<file path="src/hw/hpp_pkg.sv">
package hpp_pkg;

    localparam int unsigned CLK_PERIOD_NS = 5;
    localparam int unsigned REG_COUNT     = 16;
    localparam int unsigned INDEX_W       = 4;
    localparam int unsigned DATA_W        = 8;

    localparam logic [3:0] STATUS0_IDX    = 4'h0;
    localparam logic [3:0] STATUS1_IDX    = 4'h1;
    localparam logic [3:0] MASK0_IDX      = 4'h2;
    localparam logic [3:0] MASK1_IDX      = 4'h3;
    localparam logic [3:0] MASK_ALL_IDX   = 4'h4;
    localparam int unsigned MASK_ALL_BIT  = 0;

    localparam int unsigned DEV_SEL_BIT   = 3;
    localparam int unsigned DEV_ID_LSB    = 4;
    localparam int unsigned DEV_ID_W      = 3;

    localparam logic [7:0] REG_RESET      = 8'h00;
    localparam logic [3:0] INDEX_RESET    = 4'h0;

    localparam int unsigned PORT_CLK_MAX_PERIOD_NS = 323;
    localparam int unsigned PORT_CLK_MAX_PERIOD_CYC =
        (PORT_CLK_MAX_PERIOD_NS + CLK_PERIOD_NS - 1) / CLK_PERIOD_NS;
    localparam logic [7:0] PORT_CLK_IDLE_LIMIT = 8'(2 * PORT_CLK_MAX_PERIOD_CYC);

    typedef enum logic [1:0] {
        HPP_IDLE,
        HPP_WAIT,
        HPP_DONE
    } hpp_stage_e;

endpackage

</file>
<file path="src/hw/hpp_index_latch.sv">
`timescale 1ns/1ps
`default_nettype none

module hpp_index_latch (
    input  wire logic       core_clk,
    input  wire logic       reset,
    input  wire logic       clear,
    input  wire logic       index_capture_strobe,
    input  wire logic       bus_sharing_select,
    input  wire logic [3:0] addr_in,
    input  wire logic [7:0] data_in,
    output logic      [3:0] index,
    output logic            id_match
);

    typedef struct packed {
        logic       strobe_prev;
        logic [3:0] index;
        logic [2:0] dev_id;
    } hpp_latch_s;

    hpp_latch_s state_reg;
    hpp_latch_s state_next;

    always_comb begin
        state_next = state_reg;
        state_next.strobe_prev = index_capture_strobe;
        if (clear) begin
            state_next.index  = hpp_pkg::INDEX_RESET;
            state_next.dev_id = '0;
        end else if (state_reg.strobe_prev && !index_capture_strobe) begin
            if (bus_sharing_select) begin
                state_next.index  = data_in[3:0];
                state_next.dev_id = data_in[hpp_pkg::DEV_ID_LSB +: hpp_pkg::DEV_ID_W];
            end else begin
                state_next.index  = addr_in;
            end
        end
    end

    always_ff @(posedge core_clk) begin
        if (reset) begin
            state_reg <= '{strobe_prev: 1'b1, index: hpp_pkg::INDEX_RESET, dev_id: 3'h0};
        end else begin
            state_reg <= state_next;
        end
    end

    assign index    = state_reg.index;
    // device number compare against the strap inputs
    assign id_match = (state_reg.dev_id == addr_in[2:0]);

endmodule

`default_nettype wire

</file>
<file path="src/hw/hpp_host_port.sv">
`timescale 1ns/1ps
`default_nettype none

// Notes on behaviour
// - protocol strap picks strobe style
// - multiplex strap shares address and data lines
// - data strobe low with write stores data
// - index captured on capture strobe falling edge
// - port answers only with chip select low
// - unmasked alarm status raises interrupt output
// - latch-enable style: done flag goes high
// - done flag floats while chip unselected
// - strobe style: done flag goes low
// - multiplexed: low four bits pick register
// - separate bus: dedicated address picks register
// - internal select matches latched device number
// - hardware reset low clears port state
// - interrupt released after reading alarm status
// - one wait cycle stretches each access

module hpp_host_port (
    input  wire logic         core_clk,
    input  wire logic         reset,
    input  wire logic         hw_reset_n,
    input  wire logic         host_protocol_select,
    input  wire logic         bus_sharing_select,
    input  wire logic         chip_select_n,
    input  wire logic         store_or_data_strobe_n,
    input  wire logic         fetch_or_direction,
    input  wire logic         index_capture_strobe,
    input  wire logic [3:0]   addr_in,
    input  wire logic [7:0]   data_in,
    input  wire logic         host_port_clock,
    input  wire logic [7:0]   alarm_set0,
    input  wire logic [7:0]   alarm_set1,
    output logic      [7:0]   data_out,
    output logic              data_oe,
    output logic              transfer_done_flag,
    output logic              transfer_done_oe,
    output logic              alarm_irq,
    output logic      [127:0] reg_image
);

    typedef struct packed {
        logic [15:0][7:0]   regs;
        hpp_pkg::hpp_stage_e stage;
        logic [3:0]         acc_index;
        logic [7:0]         rdata;
        logic               data_oe;
        logic               done_flag;
        logic               done_oe;
        logic               irq;
        logic               pclk_prev;
        logic [7:0]         pclk_idle_cnt;
    } hpp_port_s;

    hpp_port_s state_reg;
    hpp_port_s state_next;

    logic [3:0] index;
    logic       id_match;

    ////////////////////////////////////////////////////////////////////////////
    // index capture and device number

    hpp_index_latch u_index_latch (
        .core_clk             (core_clk),
        .reset                (reset),
        .clear                (!hw_reset_n),
        .index_capture_strobe (index_capture_strobe),
        .bus_sharing_select   (bus_sharing_select),
        .addr_in              (addr_in),
        .data_in              (data_in),
        .index                (index),
        .id_match             (id_match)
    );

    ////////////////////////////////////////////////////////////////////////////
    // access decode and register file

    logic       internal_sel;
    logic       selected;
    logic       rd_act;
    logic       wr_act;
    logic [7:0] clr0;
    logic [7:0] clr1;
    logic       irq_raw;
    logic       pclk_rise;
    logic       out_update;
    logic       done_now;

    always_comb begin
        state_next = state_reg;
        clr0 = 8'h00;
        clr1 = 8'h00;

        internal_sel = bus_sharing_select && addr_in[hpp_pkg::DEV_SEL_BIT];
        selected = !chip_select_n && (!internal_sel || id_match);

        if (host_protocol_select) begin
            rd_act = !fetch_or_direction;
            wr_act = !store_or_data_strobe_n;
        end else begin
            rd_act = !store_or_data_strobe_n && fetch_or_direction;
            wr_act = !store_or_data_strobe_n && !fetch_or_direction;
        end

        unique case (state_reg.stage)
            hpp_pkg::HPP_IDLE: begin
                if (selected && (rd_act || wr_act)) begin
                    state_next.stage = hpp_pkg::HPP_WAIT;
                    state_next.acc_index = index;
                    if (wr_act && index != hpp_pkg::STATUS0_IDX && index != hpp_pkg::STATUS1_IDX) begin
                        state_next.regs[index] = data_in;
                    end
                    if (rd_act) begin
                        state_next.rdata = state_reg.regs[index];
                        if (index == hpp_pkg::STATUS0_IDX) begin
                            clr0 = state_reg.regs[hpp_pkg::STATUS0_IDX];
                        end
                        if (index == hpp_pkg::STATUS1_IDX) begin
                            clr1 = state_reg.regs[hpp_pkg::STATUS1_IDX];
                        end
                    end
                end
            end
            hpp_pkg::HPP_WAIT: begin
                state_next.stage = hpp_pkg::HPP_DONE;
            end
            hpp_pkg::HPP_DONE: begin
                if (!selected || !(rd_act || wr_act)) begin
                    state_next.stage = hpp_pkg::HPP_IDLE;
                end
            end
        endcase

        // read drive only while selected and reading
        state_next.data_oe = selected && rd_act && (state_reg.stage != hpp_pkg::HPP_IDLE);

        // sticky alarms: a new event wins over the read clear
        state_next.regs[hpp_pkg::STATUS0_IDX] =
            (state_reg.regs[hpp_pkg::STATUS0_IDX] & ~clr0) | alarm_set0;
        state_next.regs[hpp_pkg::STATUS1_IDX] =
            (state_reg.regs[hpp_pkg::STATUS1_IDX] & ~clr1) | alarm_set1;

        irq_raw = ((|(state_reg.regs[hpp_pkg::STATUS0_IDX] & ~state_reg.regs[hpp_pkg::MASK0_IDX]))
                  || (|(state_reg.regs[hpp_pkg::STATUS1_IDX] & ~state_reg.regs[hpp_pkg::MASK1_IDX])))
                  && !state_reg.regs[hpp_pkg::MASK_ALL_IDX][hpp_pkg::MASK_ALL_BIT];

        // port clock: follow its rising edge when running, else update freely
        state_next.pclk_prev = host_port_clock;
        pclk_rise = host_port_clock && !state_reg.pclk_prev;
        if (pclk_rise) begin
            state_next.pclk_idle_cnt = 8'h00;
        end else if (state_reg.pclk_idle_cnt != hpp_pkg::PORT_CLK_IDLE_LIMIT) begin
            state_next.pclk_idle_cnt = state_reg.pclk_idle_cnt + 8'h01;
        end
        out_update = pclk_rise || (state_reg.pclk_idle_cnt == hpp_pkg::PORT_CLK_IDLE_LIMIT);

        done_now = (state_reg.stage == hpp_pkg::HPP_DONE);
        if (out_update) begin
            state_next.irq = irq_raw;
            state_next.done_flag = host_protocol_select ? done_now : !done_now;
        end
        state_next.done_oe = !chip_select_n;

        if (!hw_reset_n) begin
            state_next.regs = {hpp_pkg::REG_COUNT{hpp_pkg::REG_RESET}};
            state_next.stage = hpp_pkg::HPP_IDLE;
            state_next.data_oe = 1'b0;
            state_next.irq = 1'b0;
            state_next.done_flag = !host_protocol_select;
        end
    end

    ////////////////////////////////////////////////////////////////////////////
    // state register

    always_ff @(posedge core_clk) begin
        if (reset) begin
            state_reg <= '{regs: {hpp_pkg::REG_COUNT{hpp_pkg::REG_RESET}},
                           stage: hpp_pkg::HPP_IDLE,
                           acc_index: hpp_pkg::INDEX_RESET,
                           rdata: 8'h00,
                           data_oe: 1'b0,
                           done_flag: 1'b0,
                           done_oe: 1'b0,
                           irq: 1'b0,
                           pclk_prev: 1'b0,
                           pclk_idle_cnt: 8'h00};
        end else begin
            state_reg <= state_next;
        end
    end

    ////////////////////////////////////////////////////////////////////////////
    // outputs

    assign data_out           = state_reg.rdata;
    assign data_oe            = state_reg.data_oe;
    assign transfer_done_flag = state_reg.done_flag;
    assign transfer_done_oe   = state_reg.done_oe;
    assign alarm_irq          = state_reg.irq;
    assign reg_image          = state_reg.regs;

endmodule

`default_nettype wire

</file>
<file path="config.mk">
export PLATFORM = sky130hd
export DESIGN_NAME = hpp_host_port
export DESIGN_NICKNAME = d
export VERILOG_FILES = /design/src/hw/hpp_pkg.sv /design/src/hw/hpp_index_latch.sv /design/src/hw/hpp_host_port.sv
export SDC_FILE = /design/constraint.sdc
export NUM_CORES = 1
export LEC_CHECK = 0
export BUFFER_PORTS_ARGS = -buffer_cell sky130_fd_sc_hd__buf_2
export CORE_ASPECT_RATIO = 0.6
export CORE_MARGIN = 10
export CORE_UTILIZATION = 43
export CTS_CLUSTER_DIAMETER = 200
export DETAILED_ROUTE_END_ITERATION = 7
export PLACE_DENSITY = 0.66
export SETUP_SLACK_MARGIN = 0.2
export SYNTH_ARGS = -nofsm -noshare
export SYNTH_HDL_FRONTEND = slang
export SYNTH_SLANG_ARGS = --single-unit
</file>
<file path="constraint.sdc">
create_clock -name core_clk -period 2.5 [get_ports core_clk]
set_input_delay 0.25 -clock core_clk [delete_from_list [all_inputs] [get_ports core_clk]]
set_output_delay 0.25 -clock core_clk [all_outputs]
set_load 0.01 [all_outputs]
</file>
==> impl_metrics.env, run 1 <==
export IMPL_result_of_the_run="complete, no violations"
export IMPL_fp_dieH_um=124.5
export IMPL_worst_path_max_fanout=24
export IMPL_finalHoldViolations=0
export IMPL_syn_instance_count=822
export IMPL_grt_start_max_net_pins=35
export IMPL_drt_first_iter_violations=584
export IMPL_max_vdd_ir_drop_mv=0.3912
export IMPL_postRouteAntennaNets=0
export IMPL_slew_viol_final=0
export IMPL_first_global_vias=5957
export IMPL_worstMarginPinSlew_ns=0.9452
export IMPL_clk_insertion_delay_late_ns=0.43
export IMPL_internal_power_mw=4.110
export IMPL_leakagePower_nw=3.659
export IMPL_cts_tree="done"
export IMPL_numCtsBuffers=17
export IMPL_cts_buffer_depth=2
export IMPL_grt_setup_unrepaired="no"
export IMPL_max_cap_violations=0
export IMPL_first_pass_iters=4
export IMPL_max_slew_margin_rel=0.3699
export IMPL_final_core_util=0.4746
export IMPL_buffers_added_on_ports=177
export IMPL_postSynthRegisterBits=159
export IMPL_layout_worst_path_cycle_share=0.8496
export IMPL_syn_cell_area_um2=7825
export IMPL_seq_power_share=0.471
export IMPL_global_route_wire_length_before_repair_um=37610
export IMPL_netSwitchingPower_mw=1.409
export IMPL_syn_area_per_cell_um2=9.519
export IMPL_worst_endpoint_arrival_ns=2.44
export IMPL_die_width_um=194.2
export IMPL_initial_util=0.4354
export IMPL_core_area_um2=17970
export IMPL_worst_min_delay_path_category="in -> reg"
export IMPL_largest_reg_flops=128
export IMPL_drive_gt1_frac=0.3237
export IMPL_net_switching_share_of_the_total_power=0.2552
export IMPL_tns_ns=0
export IMPL_finClkSkew_ns=0.01300
export IMPL_nNetsFinal=896
export IMPL_vias_per_cell=5.563
export IMPL_place_detailed_hpwl_um=18740
export IMPL_power_share_combinational=0.067
export IMPL_mappedNetlistNets=865
export IMPL_finalWorstPathRequiredPeriod_ns=2.124
export IMPL_cts_resized=0
export IMPL_worstSetupStartpointType="flop"
export IMPL_seq_area_frac_synth=0.4068
export IMPL_htreeDepth=4
export IMPL_tritoncts_num_sinks=159
export IMPL_routed_wl_per_cell_um=22.57
export IMPL_drc_errors=0
export IMPL_ys_flop_type="dfxtp_1"
export IMPL_setup_viol=0
export IMPL_fmax_mhz=470.8
export IMPL_clkTransAtPathRegs_ns=0.07
export IMPL_io_pins=178
export IMPL_worst_setup_path_end_kind="flop"
export IMPL_detailroute_via_count=6153
export IMPL_grt_usage=0.1994
export IMPL_cts_hold_repair_buffers=0
export IMPL_final_layout_fill_cell_count=1734
export IMPL_global_route_overflow_total=0
export IMPL_synth_enable_flop_cells=0
export IMPL_initial_antenna_violation_count=0
export IMPL_synthesis_yosys_warnings=0
export IMPL_clkPwrFrac=0.462
export IMPL_worstSetupPathType="reg -> reg"
export IMPL_gpl_final_weighted_congestion=0.8561
export IMPL_ys_async_sr_fraction=0
export IMPL_cts_post_setup_buffers_inserted=0
export IMPL_route_final_wire_length_um=24970
export IMPL_clockRootBuffer="clkbuf_16"
export IMPL_critical_path_required_ns=2.81
export IMPL_reg2reg_slack_ns=0.38
export IMPL_die_area_um2=24170
export IMPL_pwr_density_cell_nw_per_um2=647.0
export IMPL_synth_distinct_cells=48
export IMPL_placement_rows=38
export IMPL_synth_to_layout_area_growth_pct=9.002
Yosys cell counts (3+ instances only):
master,number,area share
mux2i_1,45,0.058
clkbuf_1,20,0.0096
buf_2,10,0.0064
a21oi_1,25,0.016
o21ai_0,70,0.045
buf_4,141,0.14
o21ai_1,5,0.0032
xor2_1,8,0.0090
dfxtp_1,159,0.41
ha_1,5,0.0080
nor2b_1,7,0.0056
buf_1,9,0.0043
nand2b_1,6,0.0048
nand3_2,11,0.014
and3_1,5,0.0040
o22ai_1,4,0.0032
mux4_2,32,0.092
a211oi_1,5,0.0048
nor2_1,74,0.035
a22o_1,8,0.0090
nand3_1,83,0.053
a22oi_1,17,0.016
inv_1,18,0.0086
nand2_1,25,0.012
nor3_1,3,0.0019
cell type report:
type,instances,area (µm²),area share
Multi-Input combinational cell,465,3367,0.3947
Sequential cell,159,3186,0.3735
Timing Repair Buffer,192,1036,0.1215
Clock buffer,18,439.2,0.05149
Tap cell,240,300.3,0.03521
Clock inverter,13,131.4,0.01540
Inverter,18,67.56,0.007921
Antenna cell,1,2.502,0.0002934
placed cells by master (no fill, tap or decap), types with 2 or more instances in the layout:
master / netlist / final
inv_1: 18 / 18
buf_2: 10 / 177
a21oi_1: 25 / 25
o21ai_1: 5 / 5
clkinv_4: 0 / 4
buf_4: 141 / 12
nand3_2: 11 / 11
nand3_1: 83 / 83
mux2i_1: 45 / 45
nand2b_1: 6 / 5
nor3_1: 3 / 3
clkinvlp_4: 0 / 2
a22o_1: 8 / 8
dfxtp_2: 0 / 2
nand4_1: 2 / 2
xor2_1: 8 / 8
inv_6: 0 / 4
or2_2: 2 / 2
a211oi_1: 5 / 5
buf_12: 0 / 3
mux4_2: 32 / 32
ha_1: 5 / 5
and3_1: 5 / 5
dfxtp_1: 159 / 157
nand2_1: 25 / 25
nor2_1: 74 / 74
nand2b_2: 1 / 2
nor2b_1: 7 / 6
a221oi_1: 2 / 2
xnor2_1: 2 / 2
a22oi_1: 17 / 17
clkbuf_16: 0 / 17
o22ai_1: 4 / 4
o21ai_0: 70 / 70
worst paths after layout:
path / startpoint / endpoint / cells after the start
min reg2reg: alarm_irq / alarm_irq / 2
max reg2reg: u_index_latch.index[0] / data_out[7] / 5
min: alarm_set0[6] / reg_image[6] / 3
max: u_index_latch.index[0] / data_out[7] / 5
kinds of logic (layout without fill, tap and decap cells):
group	after synthesis	after routing	synth area share
other cells	0	1	0
xor+xnor	10	10	0.01119
simple gates	232	232	0.1532
mux	77	77	0.1497
buf+inv	198	241	0.1642
compound gates	141	141	0.1070
flops	159	159	0.4068
fa+ha+maj	5	5	0.007995
routing by layer:
| layer | wire length [µm] | track usage | vias up |
|---|---|---|---|
| met5 | 0 | 0 | - |
| met4 | 286 | 0.04281 | 0 |
| met3 | 2737 | 0.07903 | 22 |
| met2 | 10520 | 0.2805 | 297 |
| met1 | 11420 | 0.2791 | 3009 |
| li1 | - | - | 2825 |
power groups by stage:
stage	Clock (mW)	Sequential, mW	Combinational [mW]
final	2.55	2.60	0.371
after global routing	2.66	2.60	0.404
after CTS	2.56	2.60	0.370
after detailed placement	0	2.65	0.368
after global placement	0	2.65	0.367
after floorplan	0	2.63	0.243
critical path, cell delays in order, from the launching register on:
cell     delay (ns)
dfxtp_2        0.54
buf_12         0.26
mux4_2         0.53
a22oi_1        0.37
nand2_1        0.10
a22o_1         0.19
stage by stage:
stage / hold slack [ns] / instances / instance area (µm²) / setup slack (ns) / power, mW
after floorplan: 0.3167 / 822 / 7825 / 0.7249 / 2.877
after global placement: 0.4404 / 1074 / 7956 / 0.4212 / 3.022
after detailed placement: 0.4472 / 1074 / 7956 / 0.4024 / 3.023
after CTS: 0.02371 / 1105 / 8527 / 0.3831 / 5.529
after global routing: 0.03179 / 1105 / 8527 / 0.2245 / 5.665
final: 0.03121 / 1106 / 8529 / 0.3760 / 5.518
Note: power is estimated with default switching activity, not from simulation.
==> run 2, diff against run 1 <==
--- a/config.mk
+++ b/config.mk
@@ -5,13 +5,14 @@
 export SDC_FILE = /design/constraint.sdc
 export NUM_CORES = 1
 export LEC_CHECK = 0
+export ABC_AREA = 1
 export BUFFER_PORTS_ARGS = -buffer_cell sky130_fd_sc_hd__buf_2
 export CORE_ASPECT_RATIO = 0.6
 export CORE_MARGIN = 10
 export CORE_UTILIZATION = 43
 export CTS_CLUSTER_DIAMETER = 200
 export DETAILED_ROUTE_END_ITERATION = 7
-export PLACE_DENSITY = 0.66
+export PLACE_DENSITY = 0.68
 export SETUP_SLACK_MARGIN = 0.2
 export SYNTH_ARGS = -nofsm -noshare
 export SYNTH_HDL_FRONTEND = slang
==> constraint.sdc (replaced) <==
create_clock -name core_clk -period 1.86 [get_ports core_clk]
set_input_delay 0.186 -clock core_clk [delete_from_list [all_inputs] [get_ports core_clk]]
set_output_delay 0.186 -clock core_clk [all_outputs]
set_load 0.01 [all_outputs]
==> impl_metrics.env, run 2 <==
export IMPL_placement_rows=39
export IMPL_clk_insertion_delay_late_ns=0.43
export IMPL_grt_setup_unrepaired="yes"
export IMPL_syn_cell_area_um2=8547
export IMPL_finalHoldViolations=0
export IMPL_cts_buffer_depth=2
export IMPL_hold_end="u_index_latch.index[3]"
export IMPL_r2r_start="state_reg[25]"
export IMPL_mappedNetlistNets=1334
export IMPL_synth_distinct_cells=30
export IMPL_detailroute_via_count=8353
export IMPL_clockRootBuffer="clkbuf_16"
export IMPL_synth_enable_flop_cells=0
export IMPL_io_pins=178
export IMPL_cts_tree="done"
export IMPL_cp_cell_sequence="inv_2 -> ha_4 -> nand2_4 -> nor3_4 -> nand4_4 -> buf_12 -> clkbuf_16 -> nor2_8 -> nand2_1 -> nand2_1 -> nor2_1"
export IMPL_layout_worst_path_cycle_share=0.9517
export IMPL_max_slew_margin_rel=0.4046
export IMPL_buffers_added_on_ports=177
export IMPL_design_power_total_mw=8.053
export IMPL_ys_async_sr_fraction=0
export IMPL_numCtsBuffers=17
export IMPL_synth_to_layout_area_growth_pct=20.79
export IMPL_worst_min_delay_path_category="in -> reg"
export IMPL_yosys_cell_count_top_type="nand2_1"
export IMPL_die_width_um=202.0
export IMPL_worstSetupPathType="reg -> reg"
export IMPL_tns_ns=0
export IMPL_synth_largest_area_cell="dfxtp_1"
export IMPL_syn_area_per_cell_um2=6.620
export IMPL_result_of_the_run="complete, no violations"
export IMPL_ff2ff_path_depth=11
export IMPL_grt_usage=0.2219
export IMPL_postSynthRegisterBits=159
export IMPL_tritoncts_num_sinks=159
export IMPL_slew_viol_final=0
export IMPL_synthesis_yosys_warnings=0
export IMPL_synthTopCellsByCount="nand2_1, nor2_1, dfxtp_1"
export IMPL_clkTransAtPathRegs_ns=0.06
export IMPL_worst_path_max_fanout=8
export IMPL_finClkSkew_ns=0.008967
export IMPL_routed_wl_per_cell_um=18.51
export IMPL_antenna_diode_count=0
export IMPL_fmax_mhz=564.9
export IMPL_critical_path_required_ns=2.19
export IMPL_synth_top_cell_area_share=0.3724
export IMPL_vias_per_cell=5.047
export IMPL_place_detailed_hpwl_um=20140
export IMPL_critical_path_slowest_cell="dfxtp_2"
export IMPL_worstHoldPathCells=3
export IMPL_first_pass_iters=4
export IMPL_postRouteAntennaNets=0
export IMPL_cp_buffers_inverters=3
export IMPL_pwr_density_cell_nw_per_um2=780.1
export IMPL_final_layout_fill_cell_count=1921
export IMPL_gpl_final_weighted_congestion=0.8954
export IMPL_worst_endpoint_arrival_ns=2.10
export IMPL_final_core_util=0.5356
export IMPL_crit_path_max_incr_delay_ns=0.34
export IMPL_leakagePower_nw=4.668
export IMPL_cpLargestDelayFamily="simple AND/OR/NAND/NOR gates"
export IMPL_die_area_um2=26100
export IMPL_worstMarginPinSlew_ns=0.8922
export IMPL_fp_dieH_um=129.2
export IMPL_synth_area_top_cells="dfxtp_1, nand2_1, buf_4, nor2_1, inv_1"
export IMPL_ys_flop_type="dfxtp_1"
export IMPL_finalWorstPathRequiredPeriod_ns=1.770
export IMPL_commonest_cells_after_routing_fill_and_taps_aside="nand2_1, nor2_1, buf_2"
export IMPL_seq_area_frac_synth=0.3724
export IMPL_cpMostUsedCell="nand2_1"
export IMPL_core_area_um2=19270
export IMPL_max_vdd_ir_drop_mv=0.6440
export IMPL_worst_flop_to_flop_path_endpoint="reg_image[52]"
export IMPL_max_cap_violations=0
export IMPL_holdCritStartpoint="data_in[3]"
export IMPL_global_route_wire_length_before_repair_um=45220
export IMPL_route_final_wire_length_um=30640
export IMPL_initial_util=0.4434
export IMPL_grt_start_max_net_pins=59
export IMPL_worstSetupStartpointType="flop"
export IMPL_syn_instance_count=1291
export IMPL_setup_viol=0
export IMPL_first_global_vias=7616
export IMPL_drc_errors=0
export IMPL_nNetsFinal=1420
export IMPL_drive_gt1_frac=0.2577
export IMPL_most_common_library_cell_in_the_layout_ignoring_fill_and_taps="nand2_1"
export IMPL_drt_first_iter_violations=739
export IMPL_largest_reg_flops=128
export IMPL_global_route_overflow_total=0
export IMPL_initial_antenna_violation_count=0
export IMPL_reg2reg_slack_ns=0.09
export IMPL_htreeDepth=4
export IMPL_worst_setup_path_end_kind="flop"
==> run 2: cell type report <==
class | count | area, µm² | area share
Clock inverter | 10 | 160.2 | 0.01551
Tap cell | 266 | 332.8 | 0.03224
Multi-Input combinational cell | 870 | 4085 | 0.3957
Clock buffer | 21 | 470.5 | 0.04557
Sequential cell | 159 | 3199 | 0.3099
Inverter | 80 | 304.0 | 0.02945
Timing Repair Buffer | 249 | 1772 | 0.1716
==> run 2: logic make-up after synthesis <==
| family | synth area share |
|---|---|
| AOI/OAI and AO/OA | 0.05504 |
| and+or+nand+nor | 0.3717 |
| DFF | 0.3724 |
| buffers and inverters | 0.1874 |
| xor gates and xnor gates | 0.006148 |
| adders and majority gates | 0.007320 |
==> run 2: worst max path at each step <==
stage / from / end / slack (ns) / cells after the start
6_report: state_reg[25] / reg_image[52] / 0.09 / 11
5_1_grt: state_reg[26] / reg_image[119] / 0.007 / 11
4_1_cts: state_reg[26] / reg_image[112] / 0.13 / 11
3_5_place_dp: state_reg[25] / reg_image[111] / 0.08 / 11
3_3_place_gp: state_reg[26] / reg_image[105] / 0.12 / 11
2_1_floorplan: state_reg[25] / reg_image[37] / 0.20 / 11
==> run 2: worst min-delay path: stages <==
cell,delay (ns)
buf_2,0.11
nand2_1,0.05
a31oi_1,0.07
==> run 2: power by group <==
| part | internal (mW) | switching (mW) |
|---|---|---|
| clock network | 2.34 | 1.46 |
| registers | 3.45 | 0.0385 |
| logic | 0.289 | 0.477 |
==> run 2: what timing repair did <==
item	CTS	global route
pin swaps	2	38
endpoints found under the hold margin	18	0
setup endpoints to repair	115	134
setup buffers	5	14
resized for setup	25	76
hold buffers	20	0
gates cloned	11	7
==> run 2: per-stage QoR <==
step / std cells / hold slack (ns) / area (µm²) / worst slack, ns
2_1_floorplan: 1291 / 0.2527 / 8558 / 0.2005
3_3_place_gp: 1567 / 0.3735 / 8770 / 0.1240
3_5_place_dp: 1567 / 0.3704 / 8770 / 0.08317
4_1_cts: 1634 / 0.001418 / 9836 / 0.1341
5_1_grt: 1655 / 0.02204 / 10320 / 0.007121
6_report: 1655 / 0.02289 / 10320 / 0.08989
==> run 2: routing by layer <==
layer  track usage  vias to the layer above  wire, µm
li1              -                     4026         -
met1        0.3202                     3873     14240
met2        0.3126                      427     12230
met3       0.06745                       27      3790
met4       0.05411                        0       379
met5             0                        -         0
==> run 3, diff against run 2 <==
--- a/config.mk
+++ b/config.mk
@@ -7,13 +7,14 @@
 export LEC_CHECK = 0
 export ABC_AREA = 1
 export BUFFER_PORTS_ARGS = -buffer_cell sky130_fd_sc_hd__buf_2
-export CORE_ASPECT_RATIO = 0.6
+export CORE_ASPECT_RATIO = 1.1
 export CORE_MARGIN = 10
 export CORE_UTILIZATION = 43
 export CTS_CLUSTER_DIAMETER = 200
 export DETAILED_ROUTE_END_ITERATION = 7
 export PLACE_DENSITY = 0.68
 export SETUP_SLACK_MARGIN = 0.2
+export SKIP_CTS_REPAIR_TIMING = 1
 export SYNTH_ARGS = -nofsm -noshare
 export SYNTH_HDL_FRONTEND = slang
 export SYNTH_SLANG_ARGS = --single-unit
==> impl_metrics.env, run 3 (same netlist as run 2, synthesis figures left out) <==
export IMPL_placement_rows=54
export IMPL_crit_path_max_incr_delay_ns=0.32
export IMPL_io_pins=178
export IMPL_setup_viol=0
export IMPL_netSwitchingPower_mw=1.859
export IMPL_layout_worst_path_cycle_share=0.9473
export IMPL_finClkSkew_ns=0.009054
export IMPL_tritoncts_num_sinks=159
export IMPL_grt_setup_unrepaired="yes"
export IMPL_clkPwrFrac=0.448
export IMPL_violations="hold timing"
export IMPL_place_detailed_hpwl_um=18830
export IMPL_first_pass_iters=6
export IMPL_synth_to_layout_area_growth_pct=15.94
export IMPL_internal_power_mw=5.763
export IMPL_buffers_added_on_ports=177
export IMPL_fp_dieH_um=167.9
export IMPL_leakagePower_nw=4.496
export IMPL_cp_cell_sequence="inv_2 -> ha_4 -> nand2_4 -> nor3_4 -> nand4_4 -> clkbuf_16 -> nor2_8 -> nand2_1 -> nand2_1 -> nor2_1"
export IMPL_grt_usage=0.1927
export IMPL_design_power_total_mw=7.622
export IMPL_drive_gt1_frac=0.2447
export IMPL_critical_path_slowest_cell="dfxtp_1"
export IMPL_final_core_util=0.5040
export IMPL_worst_min_delay_path_category="in -> reg"
export IMPL_final_layout_fill_cell_count=1960
export IMPL_cts_buffer_depth=2
export IMPL_worstSetupStartpointType="flop"
export IMPL_antenna_diode_count=0
export IMPL_gpl_final_weighted_congestion=0.8667
export IMPL_finalHoldViolations=4
export IMPL_largest_reg_flops=128
export IMPL_hold_slack_ns=-0.008626
export IMPL_net_switching_share_of_the_total_power=0.2439
export IMPL_global_route_wire_length_before_repair_um=39880
export IMPL_vias_per_cell=4.970
export IMPL_fmax_mhz=567.5
export IMPL_max_cap_violations=0
export IMPL_worst_path_max_fanout=16
export IMPL_initial_antenna_violation_count=0
export IMPL_grt_start_max_net_pins=63
export IMPL_cpMostUsedCell="nand2_1"
export IMPL_drt_first_iter_violations=810
export IMPL_critical_path_required_ns=2.18
export IMPL_worst_endpoint_arrival_ns=2.08
export IMPL_final_cell_area_um2=9910
export IMPL_power_share_combinational=0.095
export IMPL_tns_ns=0
export IMPL_max_slew_margin_rel=0.4712
export IMPL_slew_viol_final=0
export IMPL_placed_area_um2=8740
export IMPL_htreeDepth=4
export IMPL_cp_buffers_inverters=2
export IMPL_pwr_density_cell_nw_per_um2=769.2
export IMPL_clk_insertion_delay_late_ns=0.43
export IMPL_die_area_um2=25920
export IMPL_die_width_um=154.4
export IMPL_worstSetupPathType="reg -> reg"
export IMPL_cpLargestDelayFamily="simple AND/OR/NAND/NOR gates"
export IMPL_cts_tree="done"
export IMPL_routed_wl_per_cell_um=17.40
export IMPL_max_vdd_ir_drop_mv=0.6149
export IMPL_global_route_overflow_total=0
export IMPL_worst_setup_path_end_kind="flop"
export IMPL_result_of_the_run="finished with violations"
export IMPL_finalWorstPathRequiredPeriod_ns=1.762
export IMPL_clkTransAtPathRegs_ns=0.06
export IMPL_nNetsFinal=1394
export IMPL_detailroute_via_count=8017
export IMPL_drc_errors=0
export IMPL_first_global_vias=7267
export IMPL_numCtsBuffers=17
export IMPL_worstMarginPinSlew_ns=0.7924
export IMPL_clockRootBuffer="clkbuf_16"
export IMPL_initial_util=0.4347
export IMPL_route_final_wire_length_um=28070
export IMPL_most_common_library_cell_in_the_layout_ignoring_fill_and_taps="nand2_1"
export IMPL_postRouteAntennaNets=0
export IMPL_commonest_cells_after_routing_fill_and_taps_aside="nand2_1, nor2_1, buf_2"
export IMPL_core_area_um2=19660
export IMPL_seq_power_share=0.457
## run 3: cell count changes in the layout (fill, tap and decap cells not counted), moves of 3 or more
cell,delta
o21ai_1,+5
clkinvlp_4,-3
nand2_1,+9
o21ai_2,-3
dlygate4sd3_1,-13
buf_12,-8
buf_4,-8
nand2_2,-8
## run 3: per-layer routing
layer,routed length [µm],vias to the layer above,track usage
met5,0,-,0
met4,712,0,0.06042
met2,13630,287,0.3259
li1,-,3967,-
met3,1783,49,0.04867
met1,11950,3714,0.2339
## run 3: stage by stage
step / setup WS [ns] / instances
floorplan: 0.2005 / 1291
global placement: 0.1263 / 1553
detailed placement: 0.06920 / 1553
CTS: 0.05674 / 1582
global route: -0.003052 / 1613
finish: 0.09803 / 1613
## run 3: worst reg2reg max path, cell delays in order, from the launching register on
cell and delay (ns):
dfxtp_1 0.32, inv_2 0.08, ha_4 0.15, nand2_4 0.06, nor3_4 0.14, nand4_4 0.22, clkbuf_16 0.27, nor2_8 0.21
nand2_1 0.09, nand2_1 0.08, nor2_1 0.04
## run 3: path summary, 6_finish.rpt
check | slack (ns) | cells after the start | startpoint | to
min reg2reg | 0.47 | 2 | u_index_latch.state_reg[2] | u_index_latch.state_reg[2]
max reg2reg | 0.1 | 10 | state_reg[26] | reg_image[67]
max | 0.1 | 10 | state_reg[26] | reg_image[67]
min | -0.009 | 3 | alarm_set1[4] | reg_image[12]
## run 3: power groups by stage
stage / Combinational [mW] / Clock [mW] / Sequential, mW
2_1_floorplan: 0.405 / 0 / 3.55
3_3_place_gp: 0.602 / 0 / 3.56
3_5_place_dp: 0.610 / 0 / 3.56
4_1_cts: 0.611 / 3.46 / 3.48
5_1_grt: 0.784 / 3.60 / 3.49
6_report: 0.721 / 3.42 / 3.48
## run 3: layout make-up
| class | count | area (µm²) | share of cell area |
|---|---|---|---|
| Clock inverter | 7 | 87.58 | 0.008838 |
| Timing Repair Buffer | 224 | 1481 | 0.1495 |
| Sequential cell | 159 | 3199 | 0.3229 |
| Inverter | 80 | 304.0 | 0.03068 |
| Tap cell | 252 | 315.3 | 0.03182 |
| Multi-Input combinational cell | 869 | 4048 | 0.4085 |
| Clock buffer | 22 | 474.2 | 0.04785 |
